$ cat config.mk
export PLATFORM = sky130hd
export DESIGN_NAME = scd_ctrl
export DESIGN_NICKNAME = d
export VERILOG_FILES = /design/src/pkg/scd_pkg.sv /design/src/rtl/scd_ctrl.sv /design/src/rtl/scd_div.sv
export SDC_FILE = /design/constraint.sdc
export NUM_CORES = 1
export LEC_CHECK = 0
export BUFFER_PORTS_ARGS = -buffer_cell sky130_fd_sc_hd__buf_2
export CORE_ASPECT_RATIO = 1.5
export CORE_MARGIN = 2
export CORE_UTILIZATION = 53
export DETAILED_ROUTE_END_ITERATION = 10
export MAX_ROUTING_LAYER = met4
export PLACE_DENSITY = 0.78
export SYNTH_ARGS = -nofsm -noshare
export SYNTH_HDL_FRONTEND = slang
export SYNTH_SLANG_ARGS = --single-unit
$ cat constraint.sdc
create_clock -name pclk -period 3.4 [get_ports pclk]
set_clock_uncertainty 0.05 [all_clocks]
set_input_delay 0.68 -clock pclk [delete_from_list [all_inputs] [get_ports pclk]]
set_output_delay 0.68 -clock pclk [all_outputs]
set_load 0.1 [all_outputs]
$ cat src/pkg/scd_pkg.sv
// constants and types for the sleep and clock divide controller
package scd_pkg;
   // register byte offsets
   localparam logic [7:0] ADDR_SLEEP = 8'h00;
   localparam logic [7:0] ADDR_CORE  = 8'h04;
   localparam logic [7:0] ADDR_DIV   = 8'h08;
   localparam logic [7:0] ADDR_STAT  = 8'h0C;
   localparam logic [7:0] ADDR_IRQ   = 8'h10;
   localparam logic [7:0] ADDR_MASK  = 8'h14;
   // field positions
   localparam int SLEEP_ALLOW_BIT = 0;
   localparam int MODE_LSB        = 1;
   localparam int BSO_EN_BIT      = 5;
   localparam int BSO_BIT         = 6;
   localparam int STAT_STATE_LSB  = 0;
   localparam int STAT_BROWN_BIT  = 2;
   localparam int STAT_MODE_LSB   = 4;
   localparam int STAT_DIV_LSB    = 8;
   // divider codes
   localparam logic [3:0] DIV_RST_EIGHT = 4'h3;
   localparam logic [3:0] DIV_RST_ONE   = 4'h0;
   localparam logic [3:0] DIV_MAX_CODE  = 4'h8;
   // wake source indices
   localparam int WK_LINES = 0;
   localparam int WK_IRQ0  = 1;
   localparam int WK_TWI   = 2;
   localparam int WK_TMR2  = 3;
   localparam int WK_MEMRD = 4;
   localparam int WK_CONV  = 5;
   localparam int WK_WDT   = 6;
   localparam int WK_OTHER = 7;
   localparam int WK_NUM   = 8;
   // interrupt status bits
   localparam int IRQ_WAKE     = 0;
   localparam int IRQ_REFUSED  = 1;
   localparam int IRQ_RESERVED = 2;
   localparam int IRQ_NUM      = 3;
   // timing
   localparam int CLK_MHZ          = 20;
   localparam int BROWN_WAKE_US    = 60;
   localparam int BROWN_WAKE_CYC   = BROWN_WAKE_US * CLK_MHZ;
   localparam int HALT_CYC         = 4;
   localparam int STANDBY_WAKE_CYC = 6;
   localparam int TIMED_WIN_CYC    = 4;
   localparam int STRAP_SYNC_CYC   = 2;

   typedef enum logic [2:0] {
      MODE_IDLE   = 3'b000,
      MODE_QUIET  = 3'b001,
      MODE_PDOWN  = 3'b010,
      MODE_PSAVE  = 3'b011,
      MODE_RSV4   = 3'b100,
      MODE_RSV5   = 3'b101,
      MODE_STBY   = 3'b110,
      MODE_XSTBY  = 3'b111
   } scd_mode_t;

   typedef enum logic [1:0] {
      ST_RUN   = 2'b00,
      ST_SLEEP = 2'b01,
      ST_WAKE  = 2'b11
   } scd_state_t;
endpackage

$ cat src/rtl/scd_ctrl.sv
// sleep mode, wake-up sequencing and clock divide control with apb registers
// Operation
// divider code 0..8 divides source by two to the code; 9..15 reserved
// divide-by-eight option ships programmed, so start-up clock is reduced
// reset loads divider code 0011 with option programmed, else 0000; code resets to 0000 and loads 0011 on the third edge after release
// each sleep mode gates its own set of clock domains and oscillators
// each sleep mode accepts only its listed wake sources
// timer oscillator and timer 2 wake need timer 2 in asynchronous mode; idle accepts timer 2 wake without it
// outside idle, external irq zero wakes only in level configuration
// software picks lowest standby only with external crystal clock
// sleep needs allow bit set then sleep instruction; mode from select bits
// select encodings 000,001,010,011,110,111; standby modes need crystal
// on wake, core halts four cycles plus start-up, then resumes
// register file and static memory keep contents through sleep
// reset during sleep wakes device and restarts at reset vector
// brownout off only in deep modes, off at entry, on at wake
// wake after brownout off is stretched to about 60 us
// brownout sleep off is bit 6 of core control, resets to zero
// brownout sleep off written only through timed enable sequence
// standby and extended standby resume six cycles after wake
// software clears allow bit after wake-up
`timescale 1ns/10ps
module scd_ctrl #(
   parameter int STARTUP_CYC = 16
) (
   input  wire logic        pclk,
   input  wire logic        presetn,
   input  wire logic        psel,
   input  wire logic        penable,
   input  wire logic        pwrite,
   input  wire logic [7:0]  paddr,
   input  wire logic [31:0] pwdata,
   output logic [31:0]      prdata,
   output logic             pready,
   output logic             pslverr,
   input  wire logic        sleep_instr,
   input  wire logic        start_div_eight_option,
   input  wire logic        crystal_selected,
   input  wire logic        timer2_async,
   input  wire logic        ext_irq_zero_level,
   input  wire logic [7:0]  wake_req,
   output logic             clk_cpu_en,
   output logic             clk_flash_en,
   output logic             clk_io_en,
   output logic             clk_conv_en,
   output logic             clk_async_en,
   output logic             main_osc_en,
   output logic             timer_osc_en,
   output logic             brownout_detector_on,
   output logic             core_halt,
   output logic             core_resume,
   output logic             sys_clk_tick,
   output logic [3:0]       clk_div_select,
   output logic             irq
);
   localparam logic [10:0] WAKE_BROWN = 11'(scd_pkg::BROWN_WAKE_CYC);
   localparam logic [10:0] WAKE_STBY  = 11'(scd_pkg::STANDBY_WAKE_CYC);
   localparam logic [10:0] WAKE_HALT  = 11'(scd_pkg::HALT_CYC);
   localparam logic [10:0] WAKE_DEEP  = 11'(STARTUP_CYC + scd_pkg::HALT_CYC);
   localparam logic [2:0]  WIN_LEN    = 3'(scd_pkg::TIMED_WIN_CYC);

   // returns {cpu, flash, io, conv, async, main osc, timer osc}
   function automatic logic [6:0] dom_en(input logic [2:0] m, input logic t2a);
      logic [6:0] r;
      r = 7'h00;
      unique case (m)
         scd_pkg::MODE_IDLE:  r = {4'b0011, 1'b1, 1'b1, t2a};
         scd_pkg::MODE_QUIET: r = {4'b0001, 1'b1, 1'b1, t2a};
         scd_pkg::MODE_PDOWN: r = 7'h00;
         scd_pkg::MODE_PSAVE: r = {4'b0000, 1'b1, 1'b0, t2a};
         scd_pkg::MODE_STBY:  r = {4'b0000, 1'b0, 1'b1, 1'b0};
         scd_pkg::MODE_XSTBY: r = {4'b0000, t2a, 1'b1, t2a};
         default:             r = {4'b1111, 1'b1, 1'b1, t2a};
      endcase
      return r;
   endfunction

   // allowed wake sources per mode, ordered as the wake_req bits
   function automatic logic [7:0] wake_ok(input logic [2:0] m, input logic t2a,
                                          input logic lvl0);
      logic [7:0] r;
      logic       z;
      r = 8'h00;
      // level config only
      z = lvl0;
      unique case (m)
         scd_pkg::MODE_IDLE:  r = 8'hFF;
         scd_pkg::MODE_QUIET: r = {1'b0, 1'b1, 1'b1, 1'b1, t2a, 1'b1, z, 1'b1};
         scd_pkg::MODE_PDOWN,
         scd_pkg::MODE_STBY:  r = {1'b0, 1'b1, 1'b0, 1'b0, 1'b0, 1'b1, z, 1'b1};
         scd_pkg::MODE_PSAVE,
         scd_pkg::MODE_XSTBY: r = {1'b0, 1'b1, 1'b0, 1'b0, t2a, 1'b1, z, 1'b1};
         default:             r = 8'h00;
      endcase
      return r;
   endfunction

   // registers
   logic        sleep_allow;
   logic [2:0]  sleep_mode_select;
   logic        brownout_sleep_off;
   logic        bso_armed;
   logic [2:0]  bso_win;
   localparam int IRQ_W = scd_pkg::IRQ_NUM;
   logic [IRQ_W-1:0] irq_stat;
   logic [IRQ_W-1:0] irq_mask;

   // control state
   scd_pkg::scd_state_t state;
   scd_pkg::scd_state_t next_state;
   logic [2:0]  act_mode;
   logic        brown_cut;
   logic [10:0] wake_cnt;
   logic [1:0]  strap_cnt;
   logic        strap_meta;
   logic        strap_sync;
   logic [7:0]  wk_meta;
   logic [7:0]  wk_sync;

   // bus decode
   wire         acc       = psel & penable & pready;
   wire         wr        = acc & pwrite;
   wire         hit_sleep = (paddr == scd_pkg::ADDR_SLEEP);
   wire         hit_core  = (paddr == scd_pkg::ADDR_CORE);
   wire         hit_div   = (paddr == scd_pkg::ADDR_DIV);
   wire         hit_stat  = (paddr == scd_pkg::ADDR_STAT);
   wire         hit_irq   = (paddr == scd_pkg::ADDR_IRQ);
   wire         hit_mask  = (paddr == scd_pkg::ADDR_MASK);
   wire         mapped    = hit_sleep | hit_core | hit_div | hit_stat | hit_irq | hit_mask;
   wire         wr_sleep  = wr & hit_sleep;
   wire         wr_core   = wr & hit_core;
   wire         wr_div    = wr & hit_div;

   // sleep entry checks
   wire         is_stby   = (sleep_mode_select == scd_pkg::MODE_STBY) |
                            (sleep_mode_select == scd_pkg::MODE_XSTBY);
   // legal encodings only
   wire         mode_legal = (sleep_mode_select[2:1] != 2'b10) & (!is_stby | crystal_selected);
   // allow bit gates entry
   wire         go_sleep  = (state == scd_pkg::ST_RUN) & sleep_instr & sleep_allow & mode_legal;
   wire         refused   = (state == scd_pkg::ST_RUN) & sleep_instr & !go_sleep;

   // wake qualified by mode
   wire [7:0]   wk_allowed = wake_ok(act_mode, timer2_async, ext_irq_zero_level);
   wire         wake_hit  = (state == scd_pkg::ST_SLEEP) & |(wk_sync & wk_allowed);

   // deep modes only
   wire         deep_mode = (sleep_mode_select == scd_pkg::MODE_PDOWN) |
                            (sleep_mode_select == scd_pkg::MODE_PSAVE) | is_stby;
   wire         act_stby  = (act_mode == scd_pkg::MODE_STBY) |
                            (act_mode == scd_pkg::MODE_XSTBY);
   wire         act_light = (act_mode == scd_pkg::MODE_IDLE) |
                            (act_mode == scd_pkg::MODE_QUIET);
   // wake length by cause
   wire [10:0]  wake_len  = brown_cut ? WAKE_BROWN :
                            act_stby  ? WAKE_STBY  :
                            act_light ? WAKE_HALT  : WAKE_DEEP;

   // timed write of the brownout control
   wire         bso_open  = wr_core & pwdata[scd_pkg::BSO_EN_BIT] & pwdata[scd_pkg::BSO_BIT];
   wire         bso_take  = wr_core & !pwdata[scd_pkg::BSO_EN_BIT] & bso_armed;
   // reserved codes are refused
   wire         div_bad   = wr_div & (pwdata[3:0] > scd_pkg::DIV_MAX_CODE);
   wire         div_load  = wr_div & !div_bad;

   wire [IRQ_W-1:0] irq_set = {div_bad, refused, wake_hit};
   wire [IRQ_W-1:0] irq_clr = (wr & hit_irq) ? pwdata[IRQ_W-1:0] : {IRQ_W{1'b0}};

   wire [6:0]   doms_sleep = dom_en(act_mode, timer2_async);
   wire [6:0]   doms_run   = {5'b11111, 1'b1, timer2_async};
   // gate domains while asleep
   wire [6:0]   next_doms  = (state == scd_pkg::ST_SLEEP) ? doms_sleep : doms_run;

   wire [31:0]  rd_stat = {16'h0000, 4'h0, clk_div_select, 1'b0, act_mode,
                           1'b0, brownout_detector_on, state};
   wire [31:0]  next_rdata =
      hit_sleep ? {28'h0000000, sleep_mode_select, sleep_allow} :
      hit_core  ? {25'h0000000, brownout_sleep_off, 6'h00} :
      hit_div   ? {28'h0000000, clk_div_select} :
      hit_stat  ? rd_stat :
      hit_irq   ? {29'h00000000, irq_stat} :
      hit_mask  ? {29'h00000000, irq_mask} : 32'h00000000;

   always_comb begin
      next_state = state;
      unique case (state)
         scd_pkg::ST_RUN:   if (go_sleep) next_state = scd_pkg::ST_SLEEP;
         scd_pkg::ST_SLEEP: if (wake_hit) next_state = scd_pkg::ST_WAKE;
         scd_pkg::ST_WAKE:  if (wake_cnt == 11'h001) next_state = scd_pkg::ST_RUN;
         default:           next_state = scd_pkg::ST_RUN;
      endcase
   end

   // apb slave, one wait state
   always_ff @(posedge pclk or negedge presetn) begin
      if (!presetn) begin
         pready  <= 1'b0;
         pslverr <= 1'b0;
         prdata  <= 32'h00000000;
      end else begin
         pready  <= psel & penable & !pready;
         pslverr <= psel & penable & !pready & !mapped;
         prdata  <= next_rdata;
      end
   end

   // async reset returns everything to run state
   always_ff @(posedge pclk or negedge presetn) begin
      if (!presetn) begin
         state     <= scd_pkg::ST_RUN;
         act_mode  <= 3'h0;
         brown_cut <= 1'b0;
         wake_cnt  <= 11'h000;
      end else begin
         state <= next_state;
         if (go_sleep) begin
            act_mode  <= sleep_mode_select;
            // off at entry when permitted
            brown_cut <= brownout_sleep_off & deep_mode;
         end
         if (wake_hit) begin
            wake_cnt  <= wake_len;
         end else if (wake_cnt != 11'h000) begin
            wake_cnt  <= 11'(wake_cnt - 11'h001);
         end
         // back on as soon as wake starts
         if (wake_hit) begin
            brown_cut <= 1'b0;
         end
      end
   end

   // software control bits
   always_ff @(posedge pclk or negedge presetn) begin
      if (!presetn) begin
         sleep_allow       <= 1'b0;
         sleep_mode_select <= 3'h0;
      end else if (wr_sleep) begin
         // software clears the allow bit here after wake
         sleep_allow       <= pwdata[scd_pkg::SLEEP_ALLOW_BIT];
         sleep_mode_select <= pwdata[scd_pkg::MODE_LSB +: 3];
      end
   end

   // resets to zero, brownout stays active
   always_ff @(posedge pclk or negedge presetn) begin
      if (!presetn) begin
         brownout_sleep_off <= 1'b0;
         bso_armed          <= 1'b0;
         bso_win            <= 3'h0;
      end else begin
         // arm window, a rewrite inside it does not extend it
         if (bso_open & !bso_armed) begin
            bso_armed <= 1'b1;
            bso_win   <= WIN_LEN;
         end else if (bso_take | (bso_win == 3'h1)) begin
            bso_armed <= 1'b0;
            bso_win   <= 3'h0;
         end else if (bso_win != 3'h0) begin
            bso_win   <= 3'(bso_win - 3'h1);
         end
         if (bso_take) begin
            brownout_sleep_off <= pwdata[scd_pkg::BSO_BIT];
         end
      end
   end

   // strap is caught after release, never by the reset itself
   always_ff @(posedge pclk or negedge presetn) begin
      if (!presetn) begin
         strap_meta <= 1'b0;
         strap_sync <= 1'b0;
         strap_cnt  <= 2'h0;
      end else begin
         strap_meta <= start_div_eight_option;
         strap_sync <= strap_meta;
         if (strap_cnt != 2'(scd_pkg::STRAP_SYNC_CYC + 1)) begin
            strap_cnt <= 2'(strap_cnt + 2'h1);
         end
      end
   end

   wire strap_load = (strap_cnt == 2'(scd_pkg::STRAP_SYNC_CYC));

   // divider code follows the option once the strap is synchronised after reset
   always_ff @(posedge pclk or negedge presetn) begin
      if (!presetn) begin
         clk_div_select <= scd_pkg::DIV_RST_ONE;
      end else if (strap_load) begin
         clk_div_select <= strap_sync ? scd_pkg::DIV_RST_EIGHT : scd_pkg::DIV_RST_ONE;
      end else if (div_load) begin
         clk_div_select <= pwdata[3:0];
      end
   end

   // wake pins cross in through two flops
   always_ff @(posedge pclk or negedge presetn) begin
      if (!presetn) begin
         wk_meta <= 8'h00;
         wk_sync <= 8'h00;
      end else begin
         wk_meta <= wake_req;
         wk_sync <= wk_meta;
      end
   end

   // interrupt status: set beats clear
   always_ff @(posedge pclk or negedge presetn) begin
      if (!presetn) begin
         irq_stat <= {IRQ_W{1'b0}};
         irq_mask <= {IRQ_W{1'b0}};
         irq      <= 1'b0;
      end else begin
         irq_stat <= (irq_stat & ~irq_clr) | irq_set;
         if (wr & hit_mask) begin
            irq_mask <= pwdata[IRQ_W-1:0];
         end
         irq <= |(((irq_stat & ~irq_clr) | irq_set) & irq_mask);
      end
   end

   // clock gating and core handshake outputs
   // memories are only clock gated, never reset, so contents stay
   always_ff @(posedge pclk or negedge presetn) begin
      if (!presetn) begin
         {clk_cpu_en, clk_flash_en, clk_io_en, clk_conv_en} <= 4'hF;
         clk_async_en         <= 1'b1;
         main_osc_en          <= 1'b1;
         timer_osc_en         <= 1'b0;
         brownout_detector_on <= 1'b1;
         core_halt            <= 1'b0;
         core_resume          <= 1'b0;
      end else begin
         {clk_cpu_en, clk_flash_en, clk_io_en, clk_conv_en,
          clk_async_en, main_osc_en, timer_osc_en} <= next_doms;
         brownout_detector_on <= !(brown_cut & (next_state == scd_pkg::ST_SLEEP));
         // core held through the wake count
         core_halt            <= (next_state != scd_pkg::ST_RUN);
         core_resume          <= (state == scd_pkg::ST_WAKE) & (next_state == scd_pkg::ST_RUN);
      end
   end

   // power-of-two divider
   scd_div #(
      .CODE_W (4)
   ) u_div (
      .pclk    (pclk),
      .presetn (presetn),
      .code    (clk_div_select),
      .tick    (sys_clk_tick)
   );
endmodule // scd_ctrl

$ cat src/rtl/scd_div.sv
// power-of-two clock divider producing a one-cycle tick
`timescale 1ns/10ps
module scd_div #(
   parameter int CODE_W = 4
) (
   input  wire logic              pclk,
   input  wire logic              presetn,
   input  wire logic [CODE_W-1:0] code,
   output logic                   tick
);
   logic [7:0] cnt;
   logic [7:0] limit;
   logic       wrap;

   // divide by two to the code, 1 up to 256
   assign limit = 8'((9'h001 << code) - 9'h001);
   // a code lowered to a limit at or below the count wraps at once, so no period is longer than the old one
   assign wrap  = (cnt >= limit);

   always_ff @(posedge pclk or negedge presetn) begin
      if (!presetn) begin
         cnt  <= 8'h00;
         tick <= 1'b0;
      end else begin
         cnt  <= wrap ? 8'h00 : 8'(cnt + 8'h01);
         tick <= wrap;
      end
   end
endmodule // scd_div

## Word-level counts from Yosys, hierarchy flattened

Index checks and enable logic that the tools add are counted.

| storage, ports and cells | value |
|---|---|
| register bits after elaboration | 90 |
| latch bits | 0 |
| bits in writable memories | 0 |
| ROM bits | 0 |
| bits of input ports | 58 |
| memories kept | 0 |

| operators by class | value |
|---|---|
| add/sub/neg operators | 5 |
| multiply operators | 0 |
| divide/modulo/power cells | 0 |
| magnitude comparators | 2 |
| equality and inequality tests | 22 |
| shift operators | 1 |
| muxes and demuxes | 30 |
| bitwise operators | 43 |
| reductions and logical operators | 24 |

Operators by type and width:

| cell | count |
|---|---|
| 12-bit two-way mux | 4 |
| 7-bit one-hot mux with 6 select lines | 1 |
| 11-bit two-way mux | 3 |
| 8-bit one-hot mux with 4 select lines | 1 |
| 1-bit bitwise AND | 26 |
| 3-bit two-way mux | 6 |
| 8-bit by 4-bit == test with 1-bit output (second input constant) | 2 |
| 8-bit by 5-bit == test with 1-bit output (second input constant) | 2 |
| 3-bit by 2-bit == test with 1-bit output (second input constant) | 4 |
| 3-bit == test (second input constant) | 4 |
| 1-bit OR | 12 |
| 11-bit by 1-bit == test with 1-bit output (second input constant) | 1 |
| 11-bit nonzero test | 1 |
| 11-bit by 1-bit subtractor with 11-bit output (second input constant) | 1 |
| 5-bit two-way mux | 2 |
| 2-bit nonzero test | 5 |
| 8-bit by 1-bit adder with 8-bit output (second input constant) | 1 |
| 8-bit bitwise AND | 1 |
| 8-bit by 3-bit == test with 1-bit output (second input constant) | 1 |
| 8-bit >= comparator | 1 |
| 1-bit logical NOT | 8 |
| 8-bit logical NOT | 1 |
| 2-bit two-way mux | 4 |
| 4-bit two-way mux | 2 |
| other kinds (22) | 33 |

## Logic depth before layout (Yosys ltp)

| logic depth | value |
|---|---|
| word-level depth | 11 |
| depth in mapped cells | 12 |

## Cells and area by module

From an unflattened synthesis, not the netlist that was laid out.

| second synthesis, totals | value |
|---|---|
| cell total of the unflattened synthesis | 399 |
| area total of the unflattened synthesis | 4359.2 µm² |

Modules (own cells, without submodules):

| module | times used | cells an instance | area an instance (µm²) | sequential area each (µm²) |
|---|---|---|---|---|
| scd_ctrl | 1 | 336 | 3709.8 | 1984.4 |
| scd_div | 1 | 63 | 649.4 | 225.2 |

## Worst setup path before layout

No wires, ideal clock.

| timing | value |
|---|---|
| kind | flip-flop to flip-flop |
| start | register clk_div_select[0] |
| end | register u_div.cnt[2] |
| arrival time | 2974 ps |
| data required time | 3210 ps |
| setup slack | 236 ps |
| cell stages (with the launch flop) | 11 |
| cell sequence | dfrtp_1 clkbuf_1 or4_1 ha_1 xnor2_1 ha_1 nand2_1 o21ai_1 a41oi_1 o21bai_1 nor2_1 |

| between the ends | value |
|---|---|
| longest elaborated chain between the ends | 4 |

Ends and longest elaborated chain:

| item | RTL line | text |
|---|---|---|
| start: declaration | scd_ctrl.sv:53 | `output logic [3:0] clk_div_select,` |
| start signal: assignment | scd_ctrl.sv:288 | `clk_div_select <= scd_pkg::DIV_RST_ONE;` |
| start signal: assignment | scd_ctrl.sv:290 | `clk_div_select <= strap_sync ? scd_pkg::DIV_RST_EIGHT : scd_pkg::DIV_RST_ONE;` |
| start signal: assignment | scd_ctrl.sv:292 | `clk_div_select <= pwdata[3:0];` |
| 1-bit by 4-bit left shift with 8-bit output | scd_div.sv:16 | `assign limit = 8'((9'h001 << code) - 9'h001);` |
| 8-bit by 1-bit subtractor with 8-bit output | scd_div.sv:16 |  |
| 8-bit >= comparator | scd_div.sv:18 | `assign wrap = (cnt >= limit);` |
| named net u_div.wrap | scd_div.sv:13 | `logic wrap;` |
| 8-bit two-way mux | scd_div.sv:25 | `cnt <= wrap ? 8'h00 : 8'(cnt + 8'h01);` |
| end signal: assignment | scd_div.sv:25 |  |
| end: declaration | scd_div.sv:11 | `logic [7:0] cnt;` |

The timed path passes the listed nets, and every way through them passes these cells.
A chain may end at the register's enable or synchronous reset.

## Final worst setup path

| timing | value |
|---|---|
| start | register clk_div_select[1] |
| end | register u_div.cnt[3] |

The elaborated chain is that of the path after synthesis.

==> results.md <==
* Number of synthesized register bits at between 80 and 90
* IO buf count at 60
* Crit path top cell by count: ha_1
* H-tree Lvls at 3
* Die H at around 110 µm
* Yosys warns at 0
* Setup WS post-layout at between 400 and 500 ps
* CP Max Fanout at 11
* Final Routed Wirelength at about 8500 µm
* CP peak stage delay at 620 ps
* P_int at 2.08 mW
* Global Route Usage Sum at 21.1%
* Post-Synthesis Cells at 391
* Fmax at ~340 MHz
* Max Cap Violations at 0
* Synth unique cells at 59
* HP Class: register to register
* CTS Root Cell: clkbuf_16
* Sequential share of the synthesized area at 51.3%
* Most frequent cells in the layout: 82 x dfrtp_1, 59 x buf_2, 35 x nor2_1, 22 x nand2_1, 22 x ha_1
* Initial antenna violation count at 0
* R2R setup slack at 450 ps
* Met1 Track Usage GR at 23.7%
* Initial DRC Count at between 200 and 250
* M2 GR Usage at around 36%
* Drt drc at 0
* Largest net degree at the start of global routing at 89
* CTS Hold Bufs at 0
* Pins Over Slew Limit at 0
* Core Footprint at 7960 µm²
* First-pass GRT wire length at around 14000 µm
* Worst-Skew Late Latency at 340 ps
* Worst endpoint required time at about 3600 ps
* Antenna viol nets, final at 0
* Register-to-Register Path Depth at 11
* CTS tree: yes
* WP buf/inv at 1
* Fraction of registers with async set/reset at 100%
* # rows at 40
* Critical Path End Type: register
* Fill cells at around 660
* Final HPWL DP at just over 6000 µm
* Ports at roughly 110
* Outcome: finished, final reports clean
* Clock power share at between 20 and 30%
* Most used routing layer in global routing: met2
* Leak at ~2.4 nW
* Final worst path period share at between 80 and 90%
* Hold Path End: wk_sync[5]
* Place WS at roughly 500 ps
* Crit path DAT at about 3200 ps
* Die Width at about 78 µm
* Routability-driven placement congestion ratio at about 0.84
* Avg Inst Size Synth at roughly 11 µm²
* Worst Max-Slew Pin Slew at 1070 ps
* Number of synthesized flops with an enable pin at 0
* Synth Flop Type: dfrtp_1
* Hold path startpoint: wk_meta[5]
* Share of layout cells above drive strength 1 at between 20% and 30%
* Initial Util at ~54%
* Num Clock Sinks at between 80 and 90
* WS Path Type: register to register
* Final Hold Viols at 0
* Setup TNS at 0 ps
* Commonest non-fill, non-tap cell in the layout: dfrtp_1
* WL/cell at 15.1 µm
* Worst rel slew slack at between 20% and 30%
* Iteration count of the initial detailed-routing pass at 4
* VDD IR-drop max at around 450 µV
* Total number of vias at between 2000 and 3000
* RR Startpoint: clk_div_select[1]
* Clock tree buffer depth at 2
* CP Cell Sequence: or4_1 -> ha_1 -> nor3_1 -> a21o_1 -> a32oi_1 -> ha_1 -> a211o_1 -> a41oi_1 -> o21bai_1 -> buf_4 -> nor2_1
* Vias in the first global route at roughly 3000
* P per Cell Area at ~670 nW/µm²
* Gate power share at 31.4%
* CP top delay family: simple AND/OR/NAND/NOR gates
* Post_cts resized at 0
* Crit path time final at just under 3000 ps
* Non-filler cells, final at between 500 and 600
* Sw frac at 36.8%
* Antenna Cells at 0
* Synth-to-Final Area Change at 13.8%
* Hold depth at 0
* Synth Cell Area at between 4000 and 5000 µm²
* Setup Viol. Count Final at 0
* Net switching power at approximately 1.2 mW
* GRT Residual Overflow at 0
* Worst setup SP type: register
* Global routing usage on met3 at 4.97%
* DIE AREA at around 9000 µm²
* Tot Pwr at approximately 3.3 mW
* CTS buffer count at 9
* Post-CTS setup buffers at 0
* Placed cell count at around 550
* RSZ-0062 raised after global routing: no
* R2r endpoint: u_div.cnt[3]
* Final #Nets at 531
* Final core occ at ~62%
* Reg clk slew, reported paths at 60 ps
* Register share of total power at between 40% and 50%
* Critical path depth at 11
* Via/cell ratio at roughly 5.3
* Worst-path cell with the longest stage delay: or4_1
==> stage by stage <==
step                area, µm²  hold slack (ps)
global placement         4620              282
detailed placement       4620              285
global route             4900              304
floorplan                4390              281
CTS                      4900              298
finish                   4900              294
==> synth_stat cells, types with 2 or more instances <==
master	number	share of area [%]
a21o_1	4	0.70
buf_4	23	4.0
nor4_1	6	0.87
a21oi_1	8	0.93
a32o_1	3	0.70
o21ai_1	6	0.70
o31ai_1	2	0.35
a31o_1	2	0.41
o21ai_0	9	1.0
dfrtp_1	82	48
a31oi_1	3	0.44
nand4_1	3	0.44
mux2_1	15	3.9
nor2b_1	5	0.73
clkbuf_1	8	0.70
or4_1	2	0.35
nor4b_1	2	0.41
nand2_1	22	1.9
inv_1	16	1.4
nand2b_1	6	0.87
a32oi_1	2	0.41
nor3_1	5	0.58
xnor2_1	7	1.4
nor2_1	35	3.0
nand3_1	17	2.0
o22ai_1	3	0.44
mux2i_1	13	3.0
mux2_2	3	0.78
and3_1	14	2.0
buf_2	2	0.23
dfstp_2	6	3.7
ha_1	22	6.4
a21boi_1	2	0.35
xor2_1	8	1.6
==> flip-flops by register name (all words and copies together) (netlist names), 2 cells and up <==
register	count
act_mode	3
bso_win	3
clk_div_select	4
irq_mask	3
irq_stat	3
prdata	11
sleep_mode_select	3
state	2
strap_cnt	2
u_div.cnt	8
wake_cnt	11
wk_meta	8
wk_sync	8
==> cells by family (layout without fill, tap and decap cells) <==
logic type	count (synthesis)	count (layout)	synth area share, %
simple gates	125	125	15.1
mux	31	31	7.72
fa+ha+maj	22	22	6.39
buf+inv	51	96	6.68
flops	88	88	51.3
compound gates	58	58	9.70
xor+xnor	15	15	3.05
other cells	1	21	0.0870
==> metal layers <==
layer  routed length (µm)  part of all wire (%)
met5                    0                     0
met4                  231                   2.7
met3                  293                   3.5
met2                 4490                    53
met1                 3440                    41
==> power by group through the flow <==
stage | registers [mW] | logic (mW) | clock network (mW)
floorplan | 1.44 | 0.750 | 0
global placement | 1.33 | 1.00 | 0
detailed placement | 1.34 | 1.04 | 0
CTS | 1.32 | 1.05 | 0.953
global route | 1.34 | 1.15 | 0.990
finish | 1.32 | 1.03 | 0.931
==> how the worst max path moves through the flow <==
stage,startpoint,endpoint,slack [ps]
CTS,clk_div_select[1],u_div.cnt[3],480
floorplan,clk_div_select[0],u_div.cnt[2],240
global placement,clk_div_select[1],u_div.cnt[6],650
global route,clk_div_select[0],u_div.cnt[3],320
detailed placement,clk_div_select[1],u_div.cnt[2],510
finish,clk_div_select[1],u_div.cnt[3],450
==> cell type report <==
type	instances	area [µm²]	area share, %
repair buffers	63	325	6.63
multi-input cells	272	1890	38.5
well taps	105	131	2.68
flip-flops and latches	88	2210	45.1
inverters	17	63.8	1.30
clock inverters	2	12.5	0.255
clock buffers	14	274	5.59
No activity file was read; power rests on OpenSTA's default activity.
